### src/rtl/remap_pkg.sv
// shared constants, types and the default selector-to-pin table for the input remap block
package remap_pkg;

    localparam int REG_COUNT = 10;
    localparam int SEL_COUNT = 20;
    localparam int PIN_COUNT = 64;
    localparam int ADDR_W = 8;

    // register byte offsets
    localparam logic [7:0] OFF_CAP4_TMR4 = 8'h00;
    localparam logic [7:0] OFF_CAP5_TMR5 = 8'h04;
    localparam logic [7:0] OFF_CAP6_TMR6 = 8'h08;
    localparam logic [7:0] OFF_CAP7_TMR7 = 8'h0c;
    localparam logic [7:0] OFF_CAP8_TMR8 = 8'h10;
    localparam logic [7:0] OFF_FAULT = 8'h14;
    localparam logic [7:0] OFF_PWM_8_9 = 8'h18;
    localparam logic [7:0] OFF_PWM_10_11 = 8'h1c;
    localparam logic [7:0] OFF_ENC_PHASE = 8'h20;
    localparam logic [7:0] OFF_ENC_IDX_HOME = 8'h24;
    localparam logic [7:0] OFF_LOCK = 8'h28;
    localparam logic [7:0] OFF_KEY = 8'h2c;

    // decoded register indices beyond the ten selector registers
    localparam logic [3:0] IDX_LOCK = 4'ha;
    localparam logic [3:0] IDX_KEY = 4'hb;
    localparam logic [3:0] IDX_NONE = 4'hf;

    localparam int LOCK_BIT = 11;
    localparam int ARMED_BIT = 0;
    localparam logic [15:0] SEL_RESET = 16'h0000;
    localparam logic LOCK_RESET = 1'b0;
    localparam logic [15:0] UNLOCK_KEY1 = 16'h5a3c;
    localparam logic [15:0] UNLOCK_KEY2 = 16'hc3a5;

    localparam logic [1:0] RESP_OKAY = 2'b00;
    localparam logic [1:0] RESP_SLVERR = 2'b10;

    localparam logic [7:0] PIN_NONE = 8'hff;

    typedef logic [255:0][7:0] pin_map_t;

    typedef enum logic [1:0] {KEY_IDLE, KEY_HALF, KEY_ARMED} key_state_t;

    typedef struct packed {
        logic enc_home;
        logic enc_index;
        logic enc_b;
        logic enc_a;
        logic pwm11;
        logic pwm10;
        logic pwm9;
        logic pwm8;
        logic fault_b;
        logic fault_a;
        logic [4:0] timer_clk;
        logic [4:0] capture;
    } periph_in_t;

    // value 0 selects nothing, so the reset state routes every input inactive
    function automatic pin_map_t default_pin_map();
        pin_map_t m;
        for (int v = 0; v < 256; v++) begin
            if (v >= 1 && v <= PIN_COUNT) begin
                m[v] = 8'(v - 1);
            end else begin
                m[v] = PIN_NONE;
            end
        end
        return m;
    endfunction : default_pin_map

    localparam pin_map_t PIN_MAP_DEFAULT = default_pin_map();

endpackage : remap_pkg

### src/rtl/pin_route.sv
// one selector: picks a remappable pin through the table and registers it
module pin_route #(
    parameter remap_pkg::pin_map_t PIN_MAP = remap_pkg::PIN_MAP_DEFAULT
) (
    input wire logic aclk,
    input wire logic aresetn,
    input wire logic [remap_pkg::PIN_COUNT-1:0] remappable_pin,
    input wire logic [7:0] sel,
    output logic route_q
);
    logic [7:0] entry;
    logic hit;

    assign entry = PIN_MAP[sel];
    assign hit = entry < 8'(remap_pkg::PIN_COUNT);

    always_ff @(posedge aclk) begin
        if (!aresetn) begin
            route_q <= 1'b0;
        end else if (hit) begin
            route_q <= remappable_pin[entry[5:0]];
        end else begin
            route_q <= 1'b0;
        end
    end

    a_route_mapped_pin: assert property (@(posedge aclk) disable iff (!aresetn)
        hit |=> route_q == $past(remappable_pin[entry[5:0]]))
        else $error("mapped selector did not follow its pin");

    a_route_unmapped_idle: assert property (@(posedge aclk) disable iff (!aresetn)
        !hit |=> !route_q)
        else $error("unmapped selector drove an active level");

endmodule : pin_route

### src/rtl/remap_input_select.sv
// input remapping selectors behind an AXI4-Lite slave
// Operation
// - the upper byte of each capture 4..8 register picks the pin for that capture input.
// - the lower byte of the same register picks the pin for that unit's timer clock input.
// - one register routes fault B from its upper byte and fault A from its lower byte.
// - PWM inputs 8 and 10 come from lower bytes, 9 and 11 from upper bytes of two registers.
// - encoder 1 phase B is picked by the upper byte and phase A by the lower byte.
// - encoder 1 home is picked by the upper byte and index by the lower byte.
// - every selector bit is read/write and clears to zero at reset.
// - while the lock bit is set all selector writes are ignored; while clear they land.
//
// Local design decisions: the AXI4-Lite register port and the register offsets.
module remap_input_select #(
    parameter remap_pkg::pin_map_t PIN_MAP = remap_pkg::PIN_MAP_DEFAULT
) (
    input wire logic aclk,
    input wire logic aresetn,
    input wire logic [remap_pkg::ADDR_W-1:0] awaddr,
    input wire logic awvalid,
    output logic awready,
    input wire logic [31:0] wdata,
    input wire logic [3:0] wstrb,
    input wire logic wvalid,
    output logic wready,
    output logic [1:0] bresp,
    output logic bvalid,
    input wire logic bready,
    input wire logic [remap_pkg::ADDR_W-1:0] araddr,
    input wire logic arvalid,
    output logic arready,
    output logic [31:0] rdata,
    output logic [1:0] rresp,
    output logic rvalid,
    input wire logic rready,
    input wire logic [remap_pkg::PIN_COUNT-1:0] remappable_pin,
    output remap_pkg::periph_in_t periph_in,
    output logic remap_lock
);

    function automatic logic [3:0] addr_index(input logic [7:0] a);
        case ({a[7:2], 2'b00})
            remap_pkg::OFF_CAP4_TMR4: addr_index = 4'h0;
            remap_pkg::OFF_CAP5_TMR5: addr_index = 4'h1;
            remap_pkg::OFF_CAP6_TMR6: addr_index = 4'h2;
            remap_pkg::OFF_CAP7_TMR7: addr_index = 4'h3;
            remap_pkg::OFF_CAP8_TMR8: addr_index = 4'h4;
            remap_pkg::OFF_FAULT: addr_index = 4'h5;
            remap_pkg::OFF_PWM_8_9: addr_index = 4'h6;
            remap_pkg::OFF_PWM_10_11: addr_index = 4'h7;
            remap_pkg::OFF_ENC_PHASE: addr_index = 4'h8;
            remap_pkg::OFF_ENC_IDX_HOME: addr_index = 4'h9;
            remap_pkg::OFF_LOCK: addr_index = remap_pkg::IDX_LOCK;
            remap_pkg::OFF_KEY: addr_index = remap_pkg::IDX_KEY;
            default: addr_index = remap_pkg::IDX_NONE;
        endcase
    endfunction : addr_index

    function automatic logic is_sel_reg(input logic [3:0] idx);
        return idx < 4'(remap_pkg::REG_COUNT);
    endfunction : is_sel_reg

    // reference model of one route, used only by the checks below
    function automatic logic expect_bit(input logic [remap_pkg::PIN_COUNT-1:0] p,
                                        input logic [7:0] s);
        logic [7:0] e;
        e = PIN_MAP[s];
        if (e < 8'(remap_pkg::PIN_COUNT)) begin
            return p[e[5:0]];
        end
        return 1'b0;
    endfunction : expect_bit

    logic [15:0] sel_q [remap_pkg::REG_COUNT];
    logic lock_q;
    logic armed;

    logic awready_q;
    logic wready_q;
    logic aw_held_q;
    logic w_held_q;
    logic [7:0] awaddr_q;
    logic [31:0] wdata_q;
    logic [3:0] wstrb_q;
    logic bvalid_q;
    logic [1:0] bresp_q;

    logic arready_q;
    logic rvalid_q;
    logic [31:0] rdata_q;
    logic [1:0] rresp_q;

    logic aw_take;
    logic w_take;
    logic wr_go;
    logic [3:0] wr_idx;
    logic key_wr;
    logic other_wr;
    logic lock_wr;
    logic ar_take;
    logic [3:0] rd_idx;
    logic [remap_pkg::SEL_COUNT-1:0] route;

    assign aw_take = awvalid && awready_q;
    assign w_take = wvalid && wready_q;
    assign wr_go = aw_held_q && w_held_q && !bvalid_q;
    assign wr_idx = addr_index(awaddr_q);
    assign key_wr = wr_go && wr_idx == remap_pkg::IDX_KEY && wstrb_q[1:0] == 2'b11;
    assign other_wr = wr_go && !key_wr;
    assign lock_wr = wr_go && wr_idx == remap_pkg::IDX_LOCK && wstrb_q[1];
    assign ar_take = arvalid && arready_q;
    assign rd_idx = addr_index(araddr);

    // write address and data are caught independently, in either order
    always_ff @(posedge aclk) begin
        if (!aresetn) begin
            aw_held_q <= 1'b0;
            awaddr_q <= 8'h00;
        end else if (aw_take) begin
            aw_held_q <= 1'b1;
            awaddr_q <= awaddr;
        end else if (wr_go) begin
            aw_held_q <= 1'b0;
        end
    end

    always_ff @(posedge aclk) begin
        if (!aresetn) begin
            w_held_q <= 1'b0;
            wdata_q <= 32'h0000_0000;
            wstrb_q <= 4'h0;
        end else if (w_take) begin
            w_held_q <= 1'b1;
            wdata_q <= wdata;
            wstrb_q <= wstrb;
        end else if (wr_go) begin
            w_held_q <= 1'b0;
        end
    end

    // ready drops once a beat is held and returns after the response is taken
    always_ff @(posedge aclk) begin
        if (!aresetn) begin
            awready_q <= 1'b1;
            wready_q <= 1'b1;
        end else begin
            if (aw_take) begin
                awready_q <= 1'b0;
            end else if (bvalid_q && bready) begin
                awready_q <= 1'b1;
            end
            if (w_take) begin
                wready_q <= 1'b0;
            end else if (bvalid_q && bready) begin
                wready_q <= 1'b1;
            end
        end
    end

    always_ff @(posedge aclk) begin
        if (!aresetn) begin
            bvalid_q <= 1'b0;
            bresp_q <= remap_pkg::RESP_OKAY;
        end else if (wr_go) begin
            bvalid_q <= 1'b1;
            bresp_q <= (wr_idx == remap_pkg::IDX_NONE) ?
                remap_pkg::RESP_SLVERR : remap_pkg::RESP_OKAY;
        end else if (bready) begin
            bvalid_q <= 1'b0;
        end
    end

    // a locked write still gets OKAY; software sees the refusal only by reading back
    always_ff @(posedge aclk) begin
        if (!aresetn) begin
            for (int i = 0; i < remap_pkg::REG_COUNT; i++) begin
                sel_q[i] <= remap_pkg::SEL_RESET;
            end
        end else if (wr_go && is_sel_reg(wr_idx) && !lock_q) begin
            if (wstrb_q[0]) begin
                sel_q[wr_idx] <= {sel_q[wr_idx][15:8], wdata_q[7:0]};
            end
            if (wstrb_q[1]) begin
                sel_q[wr_idx] <= {wdata_q[15:8], wstrb_q[0] ? wdata_q[7:0] : sel_q[wr_idx][7:0]};
            end
        end
    end

    unlock_seq u_unlock (
        .aclk(aclk),
        .aresetn(aresetn),
        .key_wr(key_wr),
        .key_data(wdata_q[15:0]),
        .other_wr(other_wr),
        .armed_q(armed)
    );

    always_ff @(posedge aclk) begin
        if (!aresetn) begin
            lock_q <= remap_pkg::LOCK_RESET;
        end else if (lock_wr && armed) begin
            lock_q <= wdata_q[remap_pkg::LOCK_BIT];
        end
    end

    always_ff @(posedge aclk) begin
        if (!aresetn) begin
            arready_q <= 1'b1;
            rvalid_q <= 1'b0;
            rdata_q <= 32'h0000_0000;
            rresp_q <= remap_pkg::RESP_OKAY;
        end else if (ar_take) begin
            arready_q <= 1'b0;
            rvalid_q <= 1'b1;
            rresp_q <= (rd_idx == remap_pkg::IDX_NONE) ?
                remap_pkg::RESP_SLVERR : remap_pkg::RESP_OKAY;
            if (is_sel_reg(rd_idx)) begin
                rdata_q <= {16'h0000, sel_q[rd_idx]};
            end else if (rd_idx == remap_pkg::IDX_LOCK) begin
                rdata_q <= 32'(lock_q) << remap_pkg::LOCK_BIT;
            end else if (rd_idx == remap_pkg::IDX_KEY) begin
                rdata_q <= 32'(armed) << remap_pkg::ARMED_BIT;
            end else begin
                rdata_q <= 32'h0000_0000;
            end
        end else if (rvalid_q && rready) begin
            rvalid_q <= 1'b0;
            arready_q <= 1'b1;
        end
    end

    // selector k sits in register k/2, lower byte for even k, upper byte for odd k
    for (genvar k = 0; k < remap_pkg::SEL_COUNT; k++) begin : g_route
        pin_route #(
            .PIN_MAP(PIN_MAP)
        ) u_route (
            .aclk(aclk),
            .aresetn(aresetn),
            .remappable_pin(remappable_pin),
            .sel(sel_q[k / 2][(k % 2) * 8 +: 8]),
            .route_q(route[k])
        );
    end

    for (genvar u = 0; u < 5; u++) begin : g_ccp
        assign periph_in.capture[u] = route[2 * u + 1];
        assign periph_in.timer_clk[u] = route[2 * u];
    end
    assign periph_in.fault_a = route[10];
    assign periph_in.fault_b = route[11];
    assign periph_in.pwm8 = route[12];
    assign periph_in.pwm9 = route[13];
    assign periph_in.pwm10 = route[14];
    assign periph_in.pwm11 = route[15];
    assign periph_in.enc_a = route[16];
    assign periph_in.enc_b = route[17];
    assign periph_in.enc_index = route[18];
    assign periph_in.enc_home = route[19];

    assign awready = awready_q;
    assign wready = wready_q;
    assign bvalid = bvalid_q;
    assign bresp = bresp_q;
    assign arready = arready_q;
    assign rvalid = rvalid_q;
    assign rdata = rdata_q;
    assign rresp = rresp_q;
    assign remap_lock = lock_q;

    a_capture4_route: assert property (@(posedge aclk) disable iff (!aresetn)
        1'b1 |=> periph_in.capture[0] == $past(expect_bit(remappable_pin, sel_q[0][15:8])))
        else $error("capture 4 input does not follow its selector");

    a_timer8_route: assert property (@(posedge aclk) disable iff (!aresetn)
        1'b1 |=> periph_in.timer_clk[4] == $past(expect_bit(remappable_pin, sel_q[4][7:0])))
        else $error("timer 8 clock input does not follow its selector");

    a_fault_b_route: assert property (@(posedge aclk) disable iff (!aresetn)
        1'b1 |=> periph_in.fault_b == $past(expect_bit(remappable_pin, sel_q[5][15:8])))
        else $error("fault B input does not follow its selector");

    a_pwm10_route: assert property (@(posedge aclk) disable iff (!aresetn)
        1'b1 |=> periph_in.pwm10 == $past(expect_bit(remappable_pin, sel_q[7][7:0])))
        else $error("pwm input 10 does not follow its selector");

    a_enc_phase_route: assert property (@(posedge aclk) disable iff (!aresetn)
        1'b1 |=> periph_in.enc_b == $past(expect_bit(remappable_pin, sel_q[8][15:8]))
            && periph_in.enc_a == $past(expect_bit(remappable_pin, sel_q[8][7:0])))
        else $error("encoder phase inputs do not follow their selectors");

    a_enc_home_route: assert property (@(posedge aclk) disable iff (!aresetn)
        1'b1 |=> periph_in.enc_home == $past(expect_bit(remappable_pin, sel_q[9][15:8])))
        else $error("encoder home input does not follow its selector");

    a_enc_index_route: assert property (@(posedge aclk) disable iff (!aresetn)
        1'b1 |=> periph_in.enc_index == $past(expect_bit(remappable_pin, sel_q[9][7:0])))
        else $error("encoder index input does not follow its selector");

    a_capture8_route: assert property (@(posedge aclk) disable iff (!aresetn)
        1'b1 |=> periph_in.capture[4] == $past(expect_bit(remappable_pin, sel_q[4][15:8])))
        else $error("capture 8 input does not follow its selector");

    a_timer4_route: assert property (@(posedge aclk) disable iff (!aresetn)
        1'b1 |=> periph_in.timer_clk[0] == $past(expect_bit(remappable_pin, sel_q[0][7:0])))
        else $error("timer 4 clock input does not follow its selector");

    a_fault_a_route: assert property (@(posedge aclk) disable iff (!aresetn)
        1'b1 |=> periph_in.fault_a == $past(expect_bit(remappable_pin, sel_q[5][7:0])))
        else $error("fault A input does not follow its selector");

    a_pwm8_route: assert property (@(posedge aclk) disable iff (!aresetn)
        1'b1 |=> periph_in.pwm8 == $past(expect_bit(remappable_pin, sel_q[6][7:0])))
        else $error("pwm input 8 does not follow its selector");

    a_pwm_odd_route: assert property (@(posedge aclk) disable iff (!aresetn)
        1'b1 |=> periph_in.pwm9 == $past(expect_bit(remappable_pin, sel_q[6][15:8]))
            && periph_in.pwm11 == $past(expect_bit(remappable_pin, sel_q[7][15:8])))
        else $error("pwm inputs 9 and 11 do not follow their selectors");

    a_rvalid_holds: assert property (@(posedge aclk) disable iff (!aresetn)
        rvalid_q && !rready |=> rvalid_q && $stable(rdata_q) && $stable(rresp_q))
        else $error("read data dropped before it was taken");

    a_sel_reset_zero: assert property (@(posedge aclk)
        !aresetn |=> sel_q[0] == 16'h0000 && sel_q[9] == 16'h0000 && !lock_q)
        else $error("selectors not cleared by reset");

    a_locked_sel_hold: assert property (@(posedge aclk) disable iff (!aresetn)
        lock_q |=> $stable(sel_q[3]) && $stable(sel_q[6]))
        else $error("selector changed while locked");

    a_unlocked_sel_write: assert property (@(posedge aclk) disable iff (!aresetn)
        wr_go && !lock_q && wr_idx == 4'h6 && wstrb_q[1:0] == 2'b11
        |=> sel_q[6] == $past(wdata_q[15:0]))
        else $error("unlocked selector write did not land");

    a_lock_needs_key: assert property (@(posedge aclk) disable iff (!aresetn)
        lock_wr && !armed |=> lock_q == $past(lock_q))
        else $error("lock changed without the unlock sequence");

    a_bvalid_holds: assert property (@(posedge aclk) disable iff (!aresetn)
        bvalid_q && !bready |=> bvalid_q && $stable(bresp_q))
        else $error("write response dropped before it was taken");

endmodule : remap_input_select

### src/rtl/unlock_seq.sv
// two-key unlock sequence that arms one write of the lock register
module unlock_seq (
    input wire logic aclk,
    input wire logic aresetn,
    input wire logic key_wr,
    input wire logic [15:0] key_data,
    input wire logic other_wr,
    output logic armed_q
);
    remap_pkg::key_state_t state_q;

    // any other write breaks the sequence, so a stray store cannot leave it armed
    always_ff @(posedge aclk) begin
        if (!aresetn) begin
            state_q <= remap_pkg::KEY_IDLE;
        end else if (other_wr) begin
            state_q <= remap_pkg::KEY_IDLE;
        end else if (key_wr) begin
            case (state_q)
                remap_pkg::KEY_IDLE: begin
                    state_q <= (key_data == remap_pkg::UNLOCK_KEY1) ?
                        remap_pkg::KEY_HALF : remap_pkg::KEY_IDLE;
                end
                remap_pkg::KEY_HALF: begin
                    state_q <= (key_data == remap_pkg::UNLOCK_KEY2) ?
                        remap_pkg::KEY_ARMED : remap_pkg::KEY_IDLE;
                end
                default: begin
                    state_q <= remap_pkg::KEY_IDLE;
                end
            endcase
        end
    end

    assign armed_q = (state_q == remap_pkg::KEY_ARMED);

endmodule : unlock_seq

### config.mk
export PLATFORM = sky130hd
export DESIGN_NAME = remap_input_select
export DESIGN_NICKNAME = d
export VERILOG_FILES = /design/src/rtl/remap_pkg.sv /design/src/rtl/pin_route.sv /design/src/rtl/remap_input_select.sv /design/src/rtl/unlock_seq.sv
export SDC_FILE = /design/constraint.sdc
export NUM_CORES = 2
export LEC_CHECK = 0
export BUFFER_PORTS_ARGS = -buffer_cell sky130_fd_sc_hd__buf_2
export CELL_PAD_IN_SITES_DETAIL_PLACEMENT = 0
export CELL_PAD_IN_SITES_GLOBAL_PLACEMENT = 2
export CORE_ASPECT_RATIO = 0.8
export CORE_MARGIN = 2
export CORE_UTILIZATION = 25
export CTS_CLUSTER_DIAMETER = 30
export DETAILED_ROUTE_END_ITERATION = 8
export GPL_TIMING_DRIVEN = 0
export PLACE_DENSITY = 0.53
export SYNTH_ARGS = -nofsm -noshare
export SYNTH_HDL_FRONTEND = slang
export SYNTH_SLANG_ARGS = --single-unit
### constraint.sdc
create_clock -name aclk -period 3.31 [get_ports aclk]
set_input_delay 0.331 -clock aclk [delete_from_list [all_inputs] [get_ports aclk]]
set_output_delay 0.331 -clock aclk [all_outputs]
set_load 0.01 [all_outputs]
==> impl_metrics.env <==
export IMPL_cts_buffers=73
export IMPL_fin_skew_ns=0.04611
export IMPL_grt_ovfl_total=0
export IMPL_finalHoldViolations=0
export IMPL_worstSetupEndpointType="register"
export IMPL_clkTransAtPathRegs_ns=0.05
export IMPL_die_h_um=300.2
export IMPL_r2r_start="sel_q[9][7]"
export IMPL_layout_commonest_cell="mux2i_1"
export IMPL_setup_viol=10
export IMPL_wire_per_inst_um=36.38
export IMPL_drive_gt1_share_pct=19.22
export IMPL_grt_pass1_wl_um=245300
export IMPL_antenna_found_initial=14
export IMPL_async_flop_share_pct=0
export IMPL_cts_path_max_buffers=3
export IMPL_irDropWorstVdd_v=0.0003710
export IMPL_first_iter_violations=3630
export IMPL_ant_nets=0
export IMPL_hold_path_depth=4
export IMPL_pin_count=185
export IMPL_wl_um=184900
export IMPL_dp_cells=4877
export IMPL_syn_inst=3261
export IMPL_row_count=108
export IMPL_hp_class="input pin to register"
export IMPL_core_area_um2=108600
export IMPL_vias=30080
export IMPL_required_ns=3.87
export IMPL_period_needed_ns=3.448
export IMPL_nNetsFinal=3751
export IMPL_fin_cells=5083
export IMPL_power_total_mw=14.73
export IMPL_hold_start="awvalid"
export IMPL_grt_max_degree=13
export IMPL_status="complete, but fails checks"
export IMPL_rsz0062_at_grt="true"
export IMPL_path_class="register to register"
export IMPL_cts_sinks=263
export IMPL_fin_ws_ns=-0.1379
export IMPL_start_kind="register"
export IMPL_grt_pass1_vias=28360
export IMPL_cp_arrival_ns=4.01
export IMPL_die_x_um=374.3
export IMPL_area_growth_pct=23.95
export IMPL_worstSkewPairLatency_ns=0.68
export IMPL_yosysWarningCount=0
export IMPL_slew_headroom_pct=-9.508
export IMPL_die_area_um2=112400
export IMPL_reg2reg_to="g_route[18].u_route.route_q"
export IMPL_fmax_mhz=290.0
export IMPL_ys_seq_elements=263
export IMPL_synth_distinct_cells=79
export IMPL_drc=0
export IMPL_avgSynthCellArea_um2=8.410
export IMPL_violations="max-capacitance violations, max-slew violations, negative setup slack"
export IMPL_maxCapViolations=15
export IMPL_h_tree_depth=3
export IMPL_track_usage_pct=31.82
export IMPL_reg2reg_slack_ns=-0.14
export IMPL_ys_flop_type="edfxtp_1"
export IMPL_vias_per_cell=5.918
export IMPL_ff2ff_path_depth=10
export IMPL_tritoncts="yes"
export IMPL_io_buffer_count=131
export IMPL_finalSetupTns_ns=-0.3172
export IMPL_slowest_delay_ns=0.70
export IMPL_slowest_stage="nor2_1"
export IMPL_cp_cell_sequence="nor2_1, o21ai_1, buf_6, buf_6, mux4_2, mux2i_1, mux2i_2, mux2i_4, mux2_4, nor4b_4"
export IMPL_dp_slack_ns=-1.754
export IMPL_netlist_area_um2=27430
export IMPL_clockRootBuffer="clkbuf_16"
export IMPL_power_leakage_nw=12.96
export IMPL_powerDensity_nw_per_um2=433.3
export IMPL_min_to="awaddr_q[3]"
export IMPL_slew_violations=131
export IMPL_ys_seq_area_share_pct=26.17
export IMPL_cp_max_fo=10
export IMPL_tightest_slew_ns=1.643
export IMPL_post_route_period_util_pct=104.2
export IMPL_path_common_cell="buf_6"
export IMPL_first_pass_iters=5
export IMPL_synth_edf_count=191
export IMPL_layout_common_cells="326 x mux2i_1, 311 x nand2_1, 309 x nor2_1"
export IMPL_dp_hpwl_um=132800
export IMPL_place_gp_congestion=0.9667
export IMPL_initial_core_util_pct=25.24
==> worst max-delay path by stage <==
stage | slack, ns | startpoint | end | cells after the start
floorplan | 0.40 | sel_q[4][8] | g_route[9].u_route.route_q | 12
global placement | -3.08 | sel_q[9][0] | g_route[18].u_route.route_q | 12
detailed placement | -1.75 | sel_q[9][0] | g_route[18].u_route.route_q | 13
CTS | -0.11 | sel_q[9][0] | g_route[18].u_route.route_q | 14
global route | -0.24 | sel_q[9][7] | g_route[18].u_route.route_q | 10
finish | -0.14 | sel_q[9][7] | g_route[18].u_route.route_q | 10
==> routing by layer <==
layer,vias up,part of all wire (%),GRT usage [%]
met5,-,0.017,0
met4,4,4.8,13.98
met3,390,11,10.95
met2,1827,40,44.88
met1,15060,44,43.58
li1,12800,-,-
==> timing repair <==
action                                 CTS  global route
setup endpoints to repair               64           136
gates resized for setup                 69            90
buffers inserted                        17            25
hold buffers                            26             0
pin swaps                                3             9
endpoints found under the hold margin   29             0
==> synthesized netlist by cell type, drive strengths merged (7+ instances only) <==
library cell    n  share of area (%)
and2           32               0.73
a211oi        122                3.3
a2111oi        28               0.92
edfxtp        191                 21
or3            15               0.34
nor2b          96                2.2
nand2b         45                1.0
and3           17               0.39
a31oi          30               0.68
nor4b           8               0.26
mux4           81                6.7
clkbuf        252                3.4
ha             40                1.8
dfxtp          72                5.3
buf           114                2.7
nand4b          7               0.22
nor2          315                4.4
nand3         111                2.0
nand4          21               0.48
a311oi         14               0.45
nand2         332                4.5
a221oi         45                1.4
a21boi         37                1.0
a211o          10               0.32
mux2i         356                 13
nor3b          33               0.92
inv            70               0.96
mux2           65                2.7
o31ai          14               0.38
o21ai         144                2.6
o22ai          73                1.7
a21oi         150                2.7
a22oi          10               0.27
o211ai         36               0.99
nor3           77                1.5
xor2           16               0.51
nand3b         20               0.55
xnor2          24               0.77
nor4           48                1.7
or2            17               0.39
o221ai         15               0.48
==> sequential cells by signal, indices dropped and copies added, names as in the netlist, 2 cells and up <==
register and flops:
sel_q 191, u_unlock.state_q 2, g_route.u_route.route_q 20, rdata 16, wdata_q 16, wstrb_q 2
awaddr_q 6
==> worst max-delay path: cells and delay by family, from the launching register on <==
kind,cells,cell delay [ns]
compound gates,1,0.20
simple gates,2,0.99
buf+inv,2,0.40
mux,5,1.24
flops,1,0.50
==> cell type report <==
class                   count  area, µm²
flip-flops and latches    263       7177
diodes                      5      12.51
multi-input cells        2610      19020
clock inverters            36      510.5
inverters                  70      266.5
fillers                 11600      74650
repair buffers            207       1420
well taps                1430       1789
clock buffers              99       2028
plain buffers             363       1772
==> cell families (layout without fill, tap and decap cells) <==
logic type                 count (synthesis)  after routing  synth area share, %
buffers and inverters                    436            775                7.067
adders and majority gates                 40             40                1.825
DFF                                      263            263                26.17
and+or+nand+nor                         1210           1210                22.32
AOI/OAI and AO/OA                        769            769                18.65
other                                      1             54              0.01367
muxes                                    502            502                22.68
xor gates and xnor gates                  40             40                1.277
==> power by group <==
part           internal [mW]  switching (mW)  total, mW
Clock                   4.87            2.41       7.28
Combinational           1.18            2.39       3.58
Sequential              3.67           0.199       3.87
Total                   9.72            5.00       14.7
==> per-stage QoR <==
stage / hold WS [ns] / cell area [µm²] / utilization (%)
3_5_place_dp: 0.4612 / 30170 / 27.77
3_3_place_gp: 0.4533 / 30050 / 27.66
2_1_floorplan: 0.4435 / 27610 / -
5_1_grt: 0.2160 / 33980 / 31.28
6_report: 0.1781 / 33990 / 31.29
4_1_cts: 0.1206 / 33470 / 30.80
Note: power is estimated with default switching activity, not from simulation.
